--- src/shared/ptv_pkg.sv ---
// Constants, timing figures and the vote function for the trip voting block.
// Assumes a single 250 MHz system clock.
package ptv_pkg;

    // =========================================================
    // Structure
    localparam int unsigned NUM_CH  = 4;      // Sensor channels
    localparam int unsigned NUM_DIV = 4;      // Division trip logics
    localparam int unsigned NUM_MAN = 2;      // Manual scram divisions
    localparam logic [2:0]  VOTE_MIN = 3'h2;  // Coincidence needed

    // =========================================================
    // Timing
    localparam int unsigned CLK_PERIOD_NS  = 4;
    localparam int unsigned NS_PER_MS      = 1000000;
    localparam int unsigned MS_PER_S       = 1000;
    localparam int unsigned TICK_PERIOD_MS = 1;
    localparam int unsigned TICK_CYCLES    = TICK_PERIOD_MS * NS_PER_MS / CLK_PERIOD_NS;
    localparam int unsigned HOLD_DELAY_S   = 10;   // Mode bypass and reset inhibit
    localparam int unsigned HOLD_TICKS     = HOLD_DELAY_S * MS_PER_S / TICK_PERIOD_MS;

    // =========================================================
    // Synchroniser reset levels
    localparam logic SYNC_IDLE_LOW_TRIP = 1'b1;  // Active-low trip lines idle high
    localparam logic SYNC_IDLE_HIGH     = 1'b0;  // Active-high lines idle low

    // True when at least VOTE_MIN of the bits are set
    function automatic logic ptv_vote(input logic [NUM_CH-1:0] v);
        logic [2:0] n;
        n = 3'h0;
        for (int i = 0; i < NUM_CH; i++)
        begin
            n = n + {2'h0, v[i]};
        end
        return (n >= VOTE_MIN);
    endfunction

endpackage

--- src/core/ptv_sync.sv ---
// Two-flop synchroniser for a vector of switch and trip lines.
// Assumes the inputs may change at any time relative to the clock.
module ptv_sync #(
    parameter int unsigned WIDTH   = 1,
    parameter logic        RST_VAL = 1'b0
) (
    // Clock and reset
    input  wire logic             clk_i,
    input  wire logic             rst_b_i,
    // Data
    input  wire logic [WIDTH-1:0] d_i,
    output logic      [WIDTH-1:0] q_o
);

    logic [WIDTH-1:0] meta_q;

    // =========================================================
    // Two stages; only the second reads the first
    always_ff @(posedge clk_i or negedge rst_b_i)
    begin
        if (!rst_b_i)
        begin
            meta_q <= {WIDTH{RST_VAL}};
            q_o    <= {WIDTH{RST_VAL}};
        end
        else
        begin
            meta_q <= d_i;
            q_o    <= meta_q;
        end
    end

endmodule // ptv_sync

--- src/core/ptv_delay_timer.sv ---
// Tick-driven delay timer: runs a fixed number of timebase ticks after start.
// Assumes tick_i is a one-cycle pulse from a free-running prescaler.
module ptv_delay_timer
    import ptv_pkg::*;
#(
    parameter int unsigned TICKS = HOLD_TICKS
) (
    // Clock and reset
    input  wire logic clk_i,
    input  wire logic rst_b_i,
    // Control
    input  wire logic tick_i,
    input  wire logic start_i,
    input  wire logic clear_i,
    // Status
    output logic      busy_o,
    output logic      expired_o
);

    localparam int unsigned  CW   = $clog2(TICKS + 1);
    localparam logic [CW-1:0] LOAD = CW'(TICKS);
    localparam logic [CW-1:0] ONE  = CW'(1);

    logic [CW-1:0] cnt_q;

    // =========================================================
    // Countdown; expiry sticks until the next start or clear
    always_ff @(posedge clk_i or negedge rst_b_i)
    begin
        if (!rst_b_i)
        begin
            cnt_q     <= '0;
            busy_o    <= 1'b0;
            expired_o <= 1'b0;
        end
        else if (clear_i)
        begin
            cnt_q     <= '0;
            busy_o    <= 1'b0;
            expired_o <= 1'b0;
        end
        else if (start_i)
        begin
            cnt_q     <= LOAD;
            busy_o    <= 1'b1;
            expired_o <= 1'b0;
        end
        else if (tick_i && busy_o)
        begin
            cnt_q <= cnt_q - ONE;
            if (cnt_q == ONE)
            begin
                busy_o    <= 1'b0;
                expired_o <= 1'b1;
            end
        end
    end

endmodule // ptv_delay_timer

--- src/core/ptv_trip_voter.sv ---
// Four-division trip voting, seal-in, bypass, scram and reset logic.
// Assumes discrete trip lines from channel comparators, neutron divisions and
// operator switches; all asynchronous, synchronised here. One 250 MHz clock.
//
// Overview of operation
// - Each division latches a trip when two or more channels show one condition.
// - Scram when two or more divisions tripped; no bypass at scram level.
// - Channel keylock bypass masks that channel, leaving two of three voting.
// - A bypass request is refused if another channel is already bypassed.
// - High vessel pressure trips on two unbypassed channels; never bypassable.
// - Low water level trips on two unbypassed channels; never bypassable.
// - High drywell pressure trips on two unbypassed channels; never bypassable.
// - Steam line radiation trips on two unbypassed channels; never bypassable.
// - Seismic trips when any of three accelerations high in two channels.
// - Both armed pushbuttons pressed, or mode shutdown, give latched full scram.
// - One armed pushbutton gives latched half scram of its load division.
// - Mode shutdown scram input is bypassed after a ten second delay.
// - Division manual trip latches, same effect as an automatic division trip.
// - Reset switch clears manual latches unless a pushbutton is still pressed.
// - Division reset clears its latch only once the trip cause has gone.
// - Division reset immediate after single trip, blocked ten seconds after scram.
// - Division reset needs charging pressure bypassed and other trips clear.
// - Source range trip is one combined signal per neutron division.
// - Power range trip is one combined signal per neutron division.
// - Control valve fast closure from solenoid closure or low trip oil.
// - First stage pressure bypasses stop and control valve closure trips.
// - Each channel takes inboard and outboard valve positions of one line.
// - Trip lines active low, bypass lines active high; loss forces trip.
module ptv_trip_voter
    import ptv_pkg::*;
#(
    parameter int unsigned TICK_CNT  = TICK_CYCLES,
    parameter int unsigned HOLD_CNT  = HOLD_TICKS
) (
    // Clock and reset
    input  wire logic               sys_clk_i,
    input  wire logic               rst_b_i,
    // Channel comparator trips, active low, one bit per channel
    input  wire logic [NUM_CH-1:0]  press_hi_n_i,
    input  wire logic [NUM_CH-1:0]  level_lo_n_i,
    input  wire logic [NUM_CH-1:0]  drywell_hi_n_i,
    input  wire logic [NUM_CH-1:0]  radiation_hi_n_i,
    input  wire logic [NUM_CH-1:0]  seis_bot_hor_n_i,
    input  wire logic [NUM_CH-1:0]  seis_bot_ver_n_i,
    input  wire logic [NUM_CH-1:0]  seis_top_hor_n_i,
    input  wire logic [NUM_CH-1:0]  stop_valve_n_i,
    input  wire logic [NUM_CH-1:0]  fast_solenoid_n_i,
    input  wire logic [NUM_CH-1:0]  trip_oil_lo_n_i,
    input  wire logic [NUM_CH-1:0]  charging_lo_n_i,
    input  wire logic [NUM_CH-1:0]  iso_inboard_n_i,
    input  wire logic [NUM_CH-1:0]  iso_outboard_n_i,
    // Turbine first stage pressure bypass permissive, active high
    input  wire logic [NUM_CH-1:0]  first_stage_byp_i,
    // Neutron flux monitoring trips, active low, one bit per division
    input  wire logic [NUM_DIV-1:0] source_range_trip_n_i,
    input  wire logic [NUM_DIV-1:0] power_range_trip_n_i,
    // Bypass switches, active high
    input  wire logic [NUM_CH-1:0]  chan_bypass_req_i,
    input  wire logic [NUM_DIV-1:0] charging_bypass_i,
    // Manual controls
    input  wire logic [NUM_MAN-1:0] man_armed_i,
    input  wire logic [NUM_MAN-1:0] man_press_n_i,
    input  wire logic               mode_shutdown_n_i,
    input  wire logic [NUM_DIV-1:0] div_man_trip_n_i,
    input  wire logic               man_reset_i,
    input  wire logic [NUM_DIV-1:0] div_reset_i,
    // Actuator drives, active low
    output logic [NUM_DIV-1:0]      div_trip_n_o,
    output logic [NUM_MAN-1:0]      load_div_trip_n_o,
    output logic                    scram_n_o,
    // Status
    output logic [NUM_CH-1:0]       chan_bypassed_o,
    output logic                    reset_inhibit_o,
    output logic                    mode_bypassed_o
);

    localparam int unsigned NLOW  = 13 * NUM_CH + 3 * NUM_DIV + NUM_MAN + 1;
    localparam int unsigned NHIGH = 2 * NUM_CH + 2 * NUM_DIV + NUM_MAN + 1;
    localparam int unsigned TW    = $clog2(TICK_CNT);
    localparam logic [TW-1:0] TICK_LAST = TW'(TICK_CNT - 1);
    localparam logic [TW-1:0] TICK_ONE  = TW'(1);

    // =========================================================
    // Reset release
    logic [1:0] rst_sync_q;
    logic       rst_b;

    always_ff @(posedge sys_clk_i or negedge rst_b_i)
    begin
        if (!rst_b_i)
        begin
            rst_sync_q <= 2'h0;
        end
        else
        begin
            rst_sync_q <= {rst_sync_q[0], 1'b1};
        end
    end

    assign rst_b = rst_sync_q[1];

    // =========================================================
    // Input synchronisers
    logic [NUM_CH-1:0]  s_press, s_level, s_dw, s_rad, s_sbh, s_sbv, s_sth;
    logic [NUM_CH-1:0]  s_stop, s_sol, s_oil, s_chg, s_inb, s_outb;
    logic [NUM_DIV-1:0] s_src, s_pwr, s_dman, s_chgbyp, s_dreset;
    logic [NUM_CH-1:0]  s_fsb, s_bypreq;
    logic [NUM_MAN-1:0] s_press_pb, s_armed;
    logic               s_mode, s_mreset;

    // Active-low trip lines idle in the untripped state
    ptv_sync #(.WIDTH(NLOW), .RST_VAL(SYNC_IDLE_LOW_TRIP)) u_sync_low (
        .clk_i   (sys_clk_i),
        .rst_b_i (rst_b),
        .d_i     ({press_hi_n_i, level_lo_n_i, drywell_hi_n_i, radiation_hi_n_i,
                   seis_bot_hor_n_i, seis_bot_ver_n_i, seis_top_hor_n_i,
                   stop_valve_n_i, fast_solenoid_n_i, trip_oil_lo_n_i,
                   charging_lo_n_i, iso_inboard_n_i, iso_outboard_n_i,
                   source_range_trip_n_i, power_range_trip_n_i,
                   div_man_trip_n_i, man_press_n_i, mode_shutdown_n_i}),
        .q_o     ({s_press, s_level, s_dw, s_rad, s_sbh, s_sbv, s_sth,
                   s_stop, s_sol, s_oil, s_chg, s_inb, s_outb,
                   s_src, s_pwr, s_dman, s_press_pb, s_mode})
    );

    ptv_sync #(.WIDTH(NHIGH), .RST_VAL(SYNC_IDLE_HIGH)) u_sync_high (
        .clk_i   (sys_clk_i),
        .rst_b_i (rst_b),
        .d_i     ({first_stage_byp_i, chan_bypass_req_i, charging_bypass_i,
                   man_armed_i, man_reset_i, div_reset_i}),
        .q_o     ({s_fsb, s_bypreq, s_chgbyp, s_armed, s_mreset, s_dreset})
    );

    // =========================================================
    // Timebase tick prescaler
    logic [TW-1:0] tick_cnt_q;
    logic          tick_q;

    always_ff @(posedge sys_clk_i or negedge rst_b)
    begin
        if (!rst_b)
        begin
            tick_cnt_q <= '0;
            tick_q     <= 1'b0;
        end
        else
        begin
            tick_q     <= (tick_cnt_q == TICK_LAST);
            tick_cnt_q <= (tick_cnt_q == TICK_LAST) ? '0 : tick_cnt_q + TICK_ONE;
        end
    end

    // =========================================================
    // Channel bypass with cross-division interlock
    logic [NUM_CH-1:0] bypass_q;
    logic [NUM_CH-1:0] bypass_d;
    logic              none_bypassed;

    assign none_bypassed = (bypass_q == '0);

    // Keep held bypasses; grant a new one only when none stand, lowest first
    always_comb
    begin
        logic granted;
        granted  = 1'b0;
        bypass_d = '0;
        for (int i = 0; i < NUM_CH; i++)
        begin
            if (s_bypreq[i] && bypass_q[i])
            begin
                bypass_d[i] = 1'b1;
            end
            else if (s_bypreq[i] && none_bypassed && !granted)
            begin
                bypass_d[i] = 1'b1;
                granted     = 1'b1;
            end
        end
    end

    // =========================================================
    // Per-channel trip conditions, active high internally
    logic [NUM_CH-1:0] c_press, c_level, c_dw, c_rad, c_seis;
    logic [NUM_CH-1:0] c_stop, c_cvfc, c_iso, c_chg;

    assign c_press = ~s_press & ~bypass_q;
    assign c_level = ~s_level & ~bypass_q;
    assign c_dw    = ~s_dw & ~bypass_q;
    assign c_rad   = ~s_rad & ~bypass_q;
    assign c_seis  = (~s_sbh | ~s_sbv | ~s_sth) & ~bypass_q;
    assign c_stop  = ~s_stop & ~s_fsb & ~bypass_q;
    assign c_cvfc  = (~s_sol | ~s_oil) & ~s_fsb & ~bypass_q;
    assign c_iso   = (~s_inb | ~s_outb) & ~bypass_q;
    assign c_chg   = ~s_chg & ~bypass_q;

    // =========================================================
    // Coincidence votes shared by every division
    logic v_press, v_level, v_dw, v_rad, v_seis, v_stop, v_cvfc, v_iso, v_chg;
    logic v_src, v_pwr, v_common;

    assign v_press  = ptv_vote(c_press);
    assign v_level  = ptv_vote(c_level);
    assign v_dw     = ptv_vote(c_dw);
    assign v_rad    = ptv_vote(c_rad);
    assign v_seis   = ptv_vote(c_seis);
    assign v_stop   = ptv_vote(c_stop);
    assign v_cvfc   = ptv_vote(c_cvfc);
    assign v_iso    = ptv_vote(c_iso);
    assign v_chg    = ptv_vote(c_chg);
    assign v_src    = ptv_vote(~s_src);
    assign v_pwr    = ptv_vote(~s_pwr);
    assign v_common = v_press | v_level | v_dw | v_rad | v_seis | v_stop
                    | v_cvfc | v_iso | v_src | v_pwr;

    // =========================================================
    // Division trip seal-in with reset
    logic [NUM_DIV-1:0] div_cond;
    logic [NUM_DIV-1:0] div_trip_q;
    logic [NUM_DIV-1:0] div_trip_d;
    logic               inhibit_busy;

    // Charging pressure trip stays until bypassed in that division
    assign div_cond   = {NUM_DIV{v_common}} | ({NUM_DIV{v_chg}} & ~s_chgbyp)
                      | ~s_dman;
    // Set wins; reset only with cause gone and no inhibit running
    assign div_trip_d = div_cond
                      | (div_trip_q & ~(s_dreset & {NUM_DIV{~inhibit_busy}}));

    // =========================================================
    // Manual scram latches and mode switch
    logic [NUM_MAN-1:0] man_q;
    logic [NUM_MAN-1:0] man_d;
    logic               mode_q;
    logic               mode_d;
    logic               mode_sd;
    logic               mode_sd_q;
    logic               mode_expired;
    logic               man_reset_ok;

    assign mode_sd      = ~s_mode;
    assign man_reset_ok = s_mreset & (s_press_pb == {NUM_MAN{1'b1}});
    assign man_d        = (s_armed & ~s_press_pb)
                        | (man_q & {NUM_MAN{~man_reset_ok}});
    assign mode_d       = (mode_sd & ~mode_expired)
                        | (mode_q & ~man_reset_ok);

    // =========================================================
    // Scram logic
    logic full_d;
    logic full_q;
    logic [NUM_MAN-1:0] load_d;

    // Two of four divisions; no bypass term at this level
    assign full_d = ptv_vote(div_trip_q)
                  | (man_q == {NUM_MAN{1'b1}}) | mode_q;
    assign load_d = {NUM_MAN{full_d}} | man_q;

    // =========================================================
    // Ten second timers
    ptv_delay_timer #(.TICKS(HOLD_CNT)) u_mode_timer (
        .clk_i     (sys_clk_i),
        .rst_b_i   (rst_b),
        .tick_i    (tick_q),
        .start_i   (mode_sd & ~mode_sd_q),
        .clear_i   (~mode_sd),
        .busy_o    (),
        .expired_o (mode_expired)
    );

    // Started on every onset of a full scram
    ptv_delay_timer #(.TICKS(HOLD_CNT)) u_inhibit_timer (
        .clk_i     (sys_clk_i),
        .rst_b_i   (rst_b),
        .tick_i    (tick_q),
        .start_i   (full_d & ~full_q),
        .clear_i   (1'b0),
        .busy_o    (inhibit_busy),
        .expired_o ()
    );

    // =========================================================
    // Latches and state
    always_ff @(posedge sys_clk_i or negedge rst_b)
    begin
        if (!rst_b)
        begin
            bypass_q   <= '0;
            div_trip_q <= '0;
            man_q      <= '0;
            mode_q     <= 1'b0;
            mode_sd_q  <= 1'b0;
            full_q     <= 1'b0;
        end
        else
        begin
            bypass_q   <= bypass_d;
            div_trip_q <= div_trip_d;
            man_q      <= man_d;
            mode_q     <= mode_d;
            mode_sd_q  <= mode_sd;
            full_q     <= full_d;
        end
    end

    // =========================================================
    // Output flops, trip drives active low
    always_ff @(posedge sys_clk_i or negedge rst_b)
    begin
        if (!rst_b)
        begin
            div_trip_n_o      <= '1;
            load_div_trip_n_o <= '1;
            scram_n_o         <= 1'b1;
            chan_bypassed_o   <= '0;
            reset_inhibit_o   <= 1'b0;
            mode_bypassed_o   <= 1'b0;
        end
        else
        begin
            div_trip_n_o      <= ~div_trip_q;
            load_div_trip_n_o <= ~load_d;
            scram_n_o         <= ~full_d;
            chan_bypassed_o   <= bypass_q;
            reset_inhibit_o   <= inhibit_busy;
            mode_bypassed_o   <= mode_expired;
        end
    end

endmodule // ptv_trip_voter

--- config.mk ---
export PLATFORM = sky130hd
export DESIGN_NAME = ptv_trip_voter
export DESIGN_NICKNAME = d
export VERILOG_FILES = /design/src/shared/ptv_pkg.sv /design/src/core/ptv_sync.sv /design/src/core/ptv_delay_timer.sv /design/src/core/ptv_trip_voter.sv
export SDC_FILE = /design/constraint.sdc
export NUM_CORES = 1
export LEC_CHECK = 0
export BUFFER_PORTS_ARGS = -buffer_cell sky130_fd_sc_hd__buf_2
export CAP_MARGIN = 20
export CORE_MARGIN = 8
export CORE_UTILIZATION = 50
export DETAILED_ROUTE_END_ITERATION = 10
export PLACE_DENSITY = 0.75
export SLEW_MARGIN = 15
export SYNTH_ARGS = -nofsm -noshare
export SYNTH_HDL_FRONTEND = slang
export SYNTH_SLANG_ARGS = --single-unit
--- constraint.sdc ---
create_clock -name sys_clk_i -period 13.4 [get_ports sys_clk_i]
set_clock_uncertainty 0.1 [all_clocks]
set_input_delay 2.68 -clock sys_clk_i [delete_from_list [all_inputs] [get_ports sys_clk_i]]
set_output_delay 2.68 -clock sys_clk_i [all_outputs]
set_load 0.05 [all_outputs]
==> out/qor.tcl <==
set qor(comb_power_share) 0.041
set qor(core_region_area_um2) 16500
set qor(critPathArrivalTime_ps) 1270
set qor(area_growth_syn_to_layout_pct) 20.0
set qor(drive_gt1_frac) 0.462
set qor(port-buffer-count) 100
set qor(crit_path_start_kind) {flop}
set qor(overflow) 0
set qor(synth_cell_types) 50
set qor(worst-setup-path-type) {reg -> out}
set qor(hold_buffers) 0
set qor(yosysWarnings) 0
set qor(grt_pass1_vias) 5071
set qor(drt_first_iter_violations) 207
set qor(cap_violations) 0
set qor(slew_headroom) 0.413
set qor(min_period_over_period) 0.302
set qor(worst_path_largest_cell_delay_ps) 510
set qor(effective_utilization_at_floorplan) 0.509
set qor(insertedDiodeCount) 0
set qor(post-cts-setup-buffers) 0
set qor(synthCells) 546
set qor(chipHeight_um) 146
set qor(final_nets) 775
set qor(setup_viol) 0
set qor(via_cell_ratio) 5.05
set qor(routed_wl_mm) 15.1
set qor(floorplan.rows) 47
set qor(finalCriticalPeriod_ps) 4050
set qor(die_area_um2) 21200
set qor(final_util) 0.611
set qor(track_usage) 0.144
set qor(setup_total_negative_slack_ps) 0
set qor(antenna_found_initial) 0
set qor(sequential_cell_fraction_of_total_power) 0.512
set qor(p_leak_nw) 4.42
set qor(root_buffer) {sky130_fd_sc_hd__clkbuf_16}
set qor(crit_path_cell_trace) {buf_2}
set qor(hpwlAfterDp_mm) 10.3
set qor(syn_area_cell_um2) 15.4
set qor(data_required_time_of_the_critical_path_ps) 10620
set qor(final-max-slew-violation-count) 0
set qor(critical-path-slowest-cell) {sky130_fd_sc_hd__dfstp_2}
set qor(max_freq_mhz) 247
set qor(antenna_violating_nets_post_route) 0
set qor(clkLatencyLatePin_ps) 510
set qor(dominantRegCellSynth) {sky130_fd_sc_hd__dfstp_2}
set qor(clock_power_share) 0.447
set qor(cts_repair_resize_count) 0
set qor(post_synthesis_async_set_or_reset_flop_share) 1.00
set qor(timing.critical_path.buf_inv) 1
set qor(placedInstanceArea_um2) 9180
set qor(firstDrtPassIters) 4
set qor(internal_power_w) 0.00127
set qor(tightestPinTransition_ps) 877
set qor(postLayoutCellArea_um2) 10100
set qor(largest_vdd_supply_drop_v) 0.000125
set qor(power.density_cell_area_nw_per_um2) 159
set qor(pin_count_of_the_biggest_net_entering_global_routing) 95
set qor(route.detailed.drc) 0
set qor(fill_cells) 1207
set qor(gp_congestion) 0.807
set qor(number_of_synthesized_flops_with_an_enable_pin) 0
set qor(clkSinkCount) 250
set qor(synth_nets) 651
set qor(htree_num_levels) 1
set qor(kind_of_capture_point_of_the_worst_setup_path) {primary output}
set qor(number_of_flip_flops_and_latches_in_the_synthesized_netlist) 250
set qor(via_count) 4592
set qor(run_status) {finished, final reports clean}
set qor(yosysSeqAreaShare) 0.764
set qor(cts_made_buffers) 26
set qor(final-hold-violation-count) 0
set qor(rsz0062_at_grt) {false}
set qor(crit_fanout) 1
set qor(top_level_ports) 101
set qor(crit_family) {flip-flops}
set qor(synth_area_um2) 8420
set qor(total_switching_power_w) 0.000337
set qor(sw_frac_of_total) 0.210
set qor(wire_length_of_the_first_global_routing_pass_mm) 25.1
set qor(die_width_um) 146
set qor(tritoncts) {done}
set qor(clock_tree.buffer_depth) 3
set qor(worstHoldPathType) {reg -> reg}
set qor(clk_pin_slew_worst_paths_ps) 60
set qor(route.detailed.wl_per_inst_um) 16.6
-- cell usage in the layout (no fill, tap or decap), types with 5 or more instances in the layout --
cell type                   Yosys  final
sky130_fd_sc_hd__o22ai_1        5      5
sky130_fd_sc_hd__a31oi_1        5      5
sky130_fd_sc_hd__nand4_1       10     10
sky130_fd_sc_hd__dfrtp_1      109    108
sky130_fd_sc_hd__nor3_1         8      8
sky130_fd_sc_hd__or2_2         17     17
sky130_fd_sc_hd__a21oi_1        8      8
sky130_fd_sc_hd__nor4_1        11     11
sky130_fd_sc_hd__dfstp_2      141    141
sky130_fd_sc_hd__nand2b_1       6      6
sky130_fd_sc_hd__fa_1          12     12
sky130_fd_sc_hd__nand2_1       25     25
sky130_fd_sc_hd__nor2_1        35     35
sky130_fd_sc_hd__or3_1          8      8
sky130_fd_sc_hd__xor2_1        17     17
sky130_fd_sc_hd__xnor2_1       15     15
sky130_fd_sc_hd__nand3_1       16     16
sky130_fd_sc_hd__nor2b_1        9      9
sky130_fd_sc_hd__clkbuf_16      0     28
sky130_fd_sc_hd__o21ai_0        9      9
sky130_fd_sc_hd__ha_1           5      5
sky130_fd_sc_hd__inv_1         16     16
sky130_fd_sc_hd__clkinv_2       0      6
sky130_fd_sc_hd__buf_2          3    101
-- state kept, by name, summed over array words and instances, names as in the netlist, 2 cells and up --
register / cells
bypass_q: 4
chan_bypassed_o: 4
div_trip_n_o: 4
div_trip_q: 4
load_div_trip_n_o: 2
man_q: 2
rst_sync_q: 2
tick_cnt_q: 18
u_inhibit_timer.cnt_q: 14
u_mode_timer.cnt_q: 14
u_sync_high.meta_q: 19
u_sync_high.q_o: 19
u_sync_low.meta_q: 67
u_sync_low.q_o: 67
-- through the flow --
step | setup WS, ps | instances | power [W] | hold WS, ps
global placement | 9880 | 860 | 0.000894 | 235
CTS | 9330 | 908 | 0.00162 | 247
global route | 9300 | 909 | 0.00167 | 253
detailed placement | 9870 | 861 | 0.000899 | 236
floorplan | 6060 | 546 | 0.000863 | 231
finish | 9350 | 909 | 0.00160 | 244
-- routing by layer --
metal  global-route usage  wire [µm]  part of all wire
met1                0.176       6240              0.41
met2                0.255       7990              0.53
met3               0.0302        663             0.044
met5                    0          0                 0
met4               0.0349        172             0.011
-- power by group through the flow --
| stage | Sequential, W | Clock, W | Combinational [W] |
|---|---|---|---|
| 2_1_floorplan | 0.000836 | 0 | 0.0000274 |
| 3_3_place_gp | 0.000832 | 0 | 0.0000622 |
| 3_5_place_dp | 0.000834 | 0 | 0.0000653 |
| 4_1_cts | 0.000822 | 0.000733 | 0.0000668 |
| 5_1_grt | 0.000825 | 0.000768 | 0.0000738 |
| 6_report | 0.000822 | 0.000717 | 0.0000656 |
-- final timing paths --
check                                           startpoint                       endpoint  slack [ps]  cells past startpoint
max in group asynchronous                          rst_b_i        rst_sync_q[1]$_DFF_PN0_       11250                      1
setup / recovery                       scram_n_o$_DFF_PN1_                      scram_n_o        9350                      1
min in group asynchronous          rst_sync_q[1]$_DFF_PN0_  u_sync_high.q_o[18]$_DFF_PN0_         320                      0
hold / removal             u_sync_high.meta_q[6]$_DFF_PN0_   u_sync_high.q_o[6]$_DFF_PN0_         240                      0
hold reg to reg            u_sync_high.meta_q[6]$_DFF_PN0_   u_sync_high.q_o[6]$_DFF_PN0_         240                      0
setup reg to reg                     bypass_q[0]$_DFF_PN0_        div_trip_q[3]$_DFF_PN0_       10830                      6
-- synthesized netlist by cell type, drive strengths merged (2+ instances only) --
| master | n | area share |
|---|---|---|
| o221a | 4 | 0.0054 |
| ha | 5 | 0.0074 |
| nor2 | 35 | 0.016 |
| a21o | 3 | 0.0027 |
| buf | 3 | 0.0018 |
| o21a | 4 | 0.0036 |
| fa | 12 | 0.029 |
| nand4 | 10 | 0.0074 |
| nand3b | 5 | 0.0049 |
| dfrtp | 109 | 0.32 |
| clkbuf | 5 | 0.0022 |
| or3 | 9 | 0.0073 |
| dfstp | 141 | 0.44 |
| nor4 | 13 | 0.011 |
| o31ai | 3 | 0.0027 |
| inv | 16 | 0.0071 |
| a211oi | 2 | 0.0018 |
| a31oi | 5 | 0.0037 |
| o22ai | 5 | 0.0037 |
| nand4b | 3 | 0.0031 |
| nor3 | 9 | 0.0059 |
| nand2b | 6 | 0.0045 |
| xnor2 | 15 | 0.016 |
| a21oi | 8 | 0.0048 |
| or4 | 4 | 0.0036 |
| and3 | 2 | 0.0015 |
| o21ai | 9 | 0.0054 |
| nor2b | 9 | 0.0067 |
| or2 | 17 | 0.013 |
| nand3 | 16 | 0.0095 |
| xor2 | 17 | 0.018 |
| nand2 | 25 | 0.011 |
| a31o | 2 | 0.0021 |
| a211o | 3 | 0.0031 |
-- area by class of cell --
cell class / count / area (µm²) / area share
tap: 220 / 275 / 0.0272
multi-input combinational: 272 / 1890 / 0.187
timing repair buffer: 104 / 552 / 0.0546
clock buffer: 35 / 757 / 0.0749
sequential: 250 / 6440 / 0.637
clock inverter: 12 / 133 / 0.0131
inverter: 16 / 60.1 / 0.00594
-- logic make-up (layout without fill, tap and decap cells) --
| logic type | Yosys count | count (layout) | share of synthesized area |
|---|---|---|---|
| flip-flops | 250 | 250 | 0.764 |
| AND/OR/NAND/NOR | 169 | 169 | 0.111 |
| AO/OA/AOI/OAI | 53 | 53 | 0.0437 |
| XOR/XNOR | 32 | 32 | 0.0333 |
| buffers and inverters | 24 | 167 | 0.0111 |
| adder cells (fa/ha/maj) | 17 | 17 | 0.0360 |
| other | 1 | 1 | 0.000445 |
Note: power is estimated with default switching activity, not from simulation.
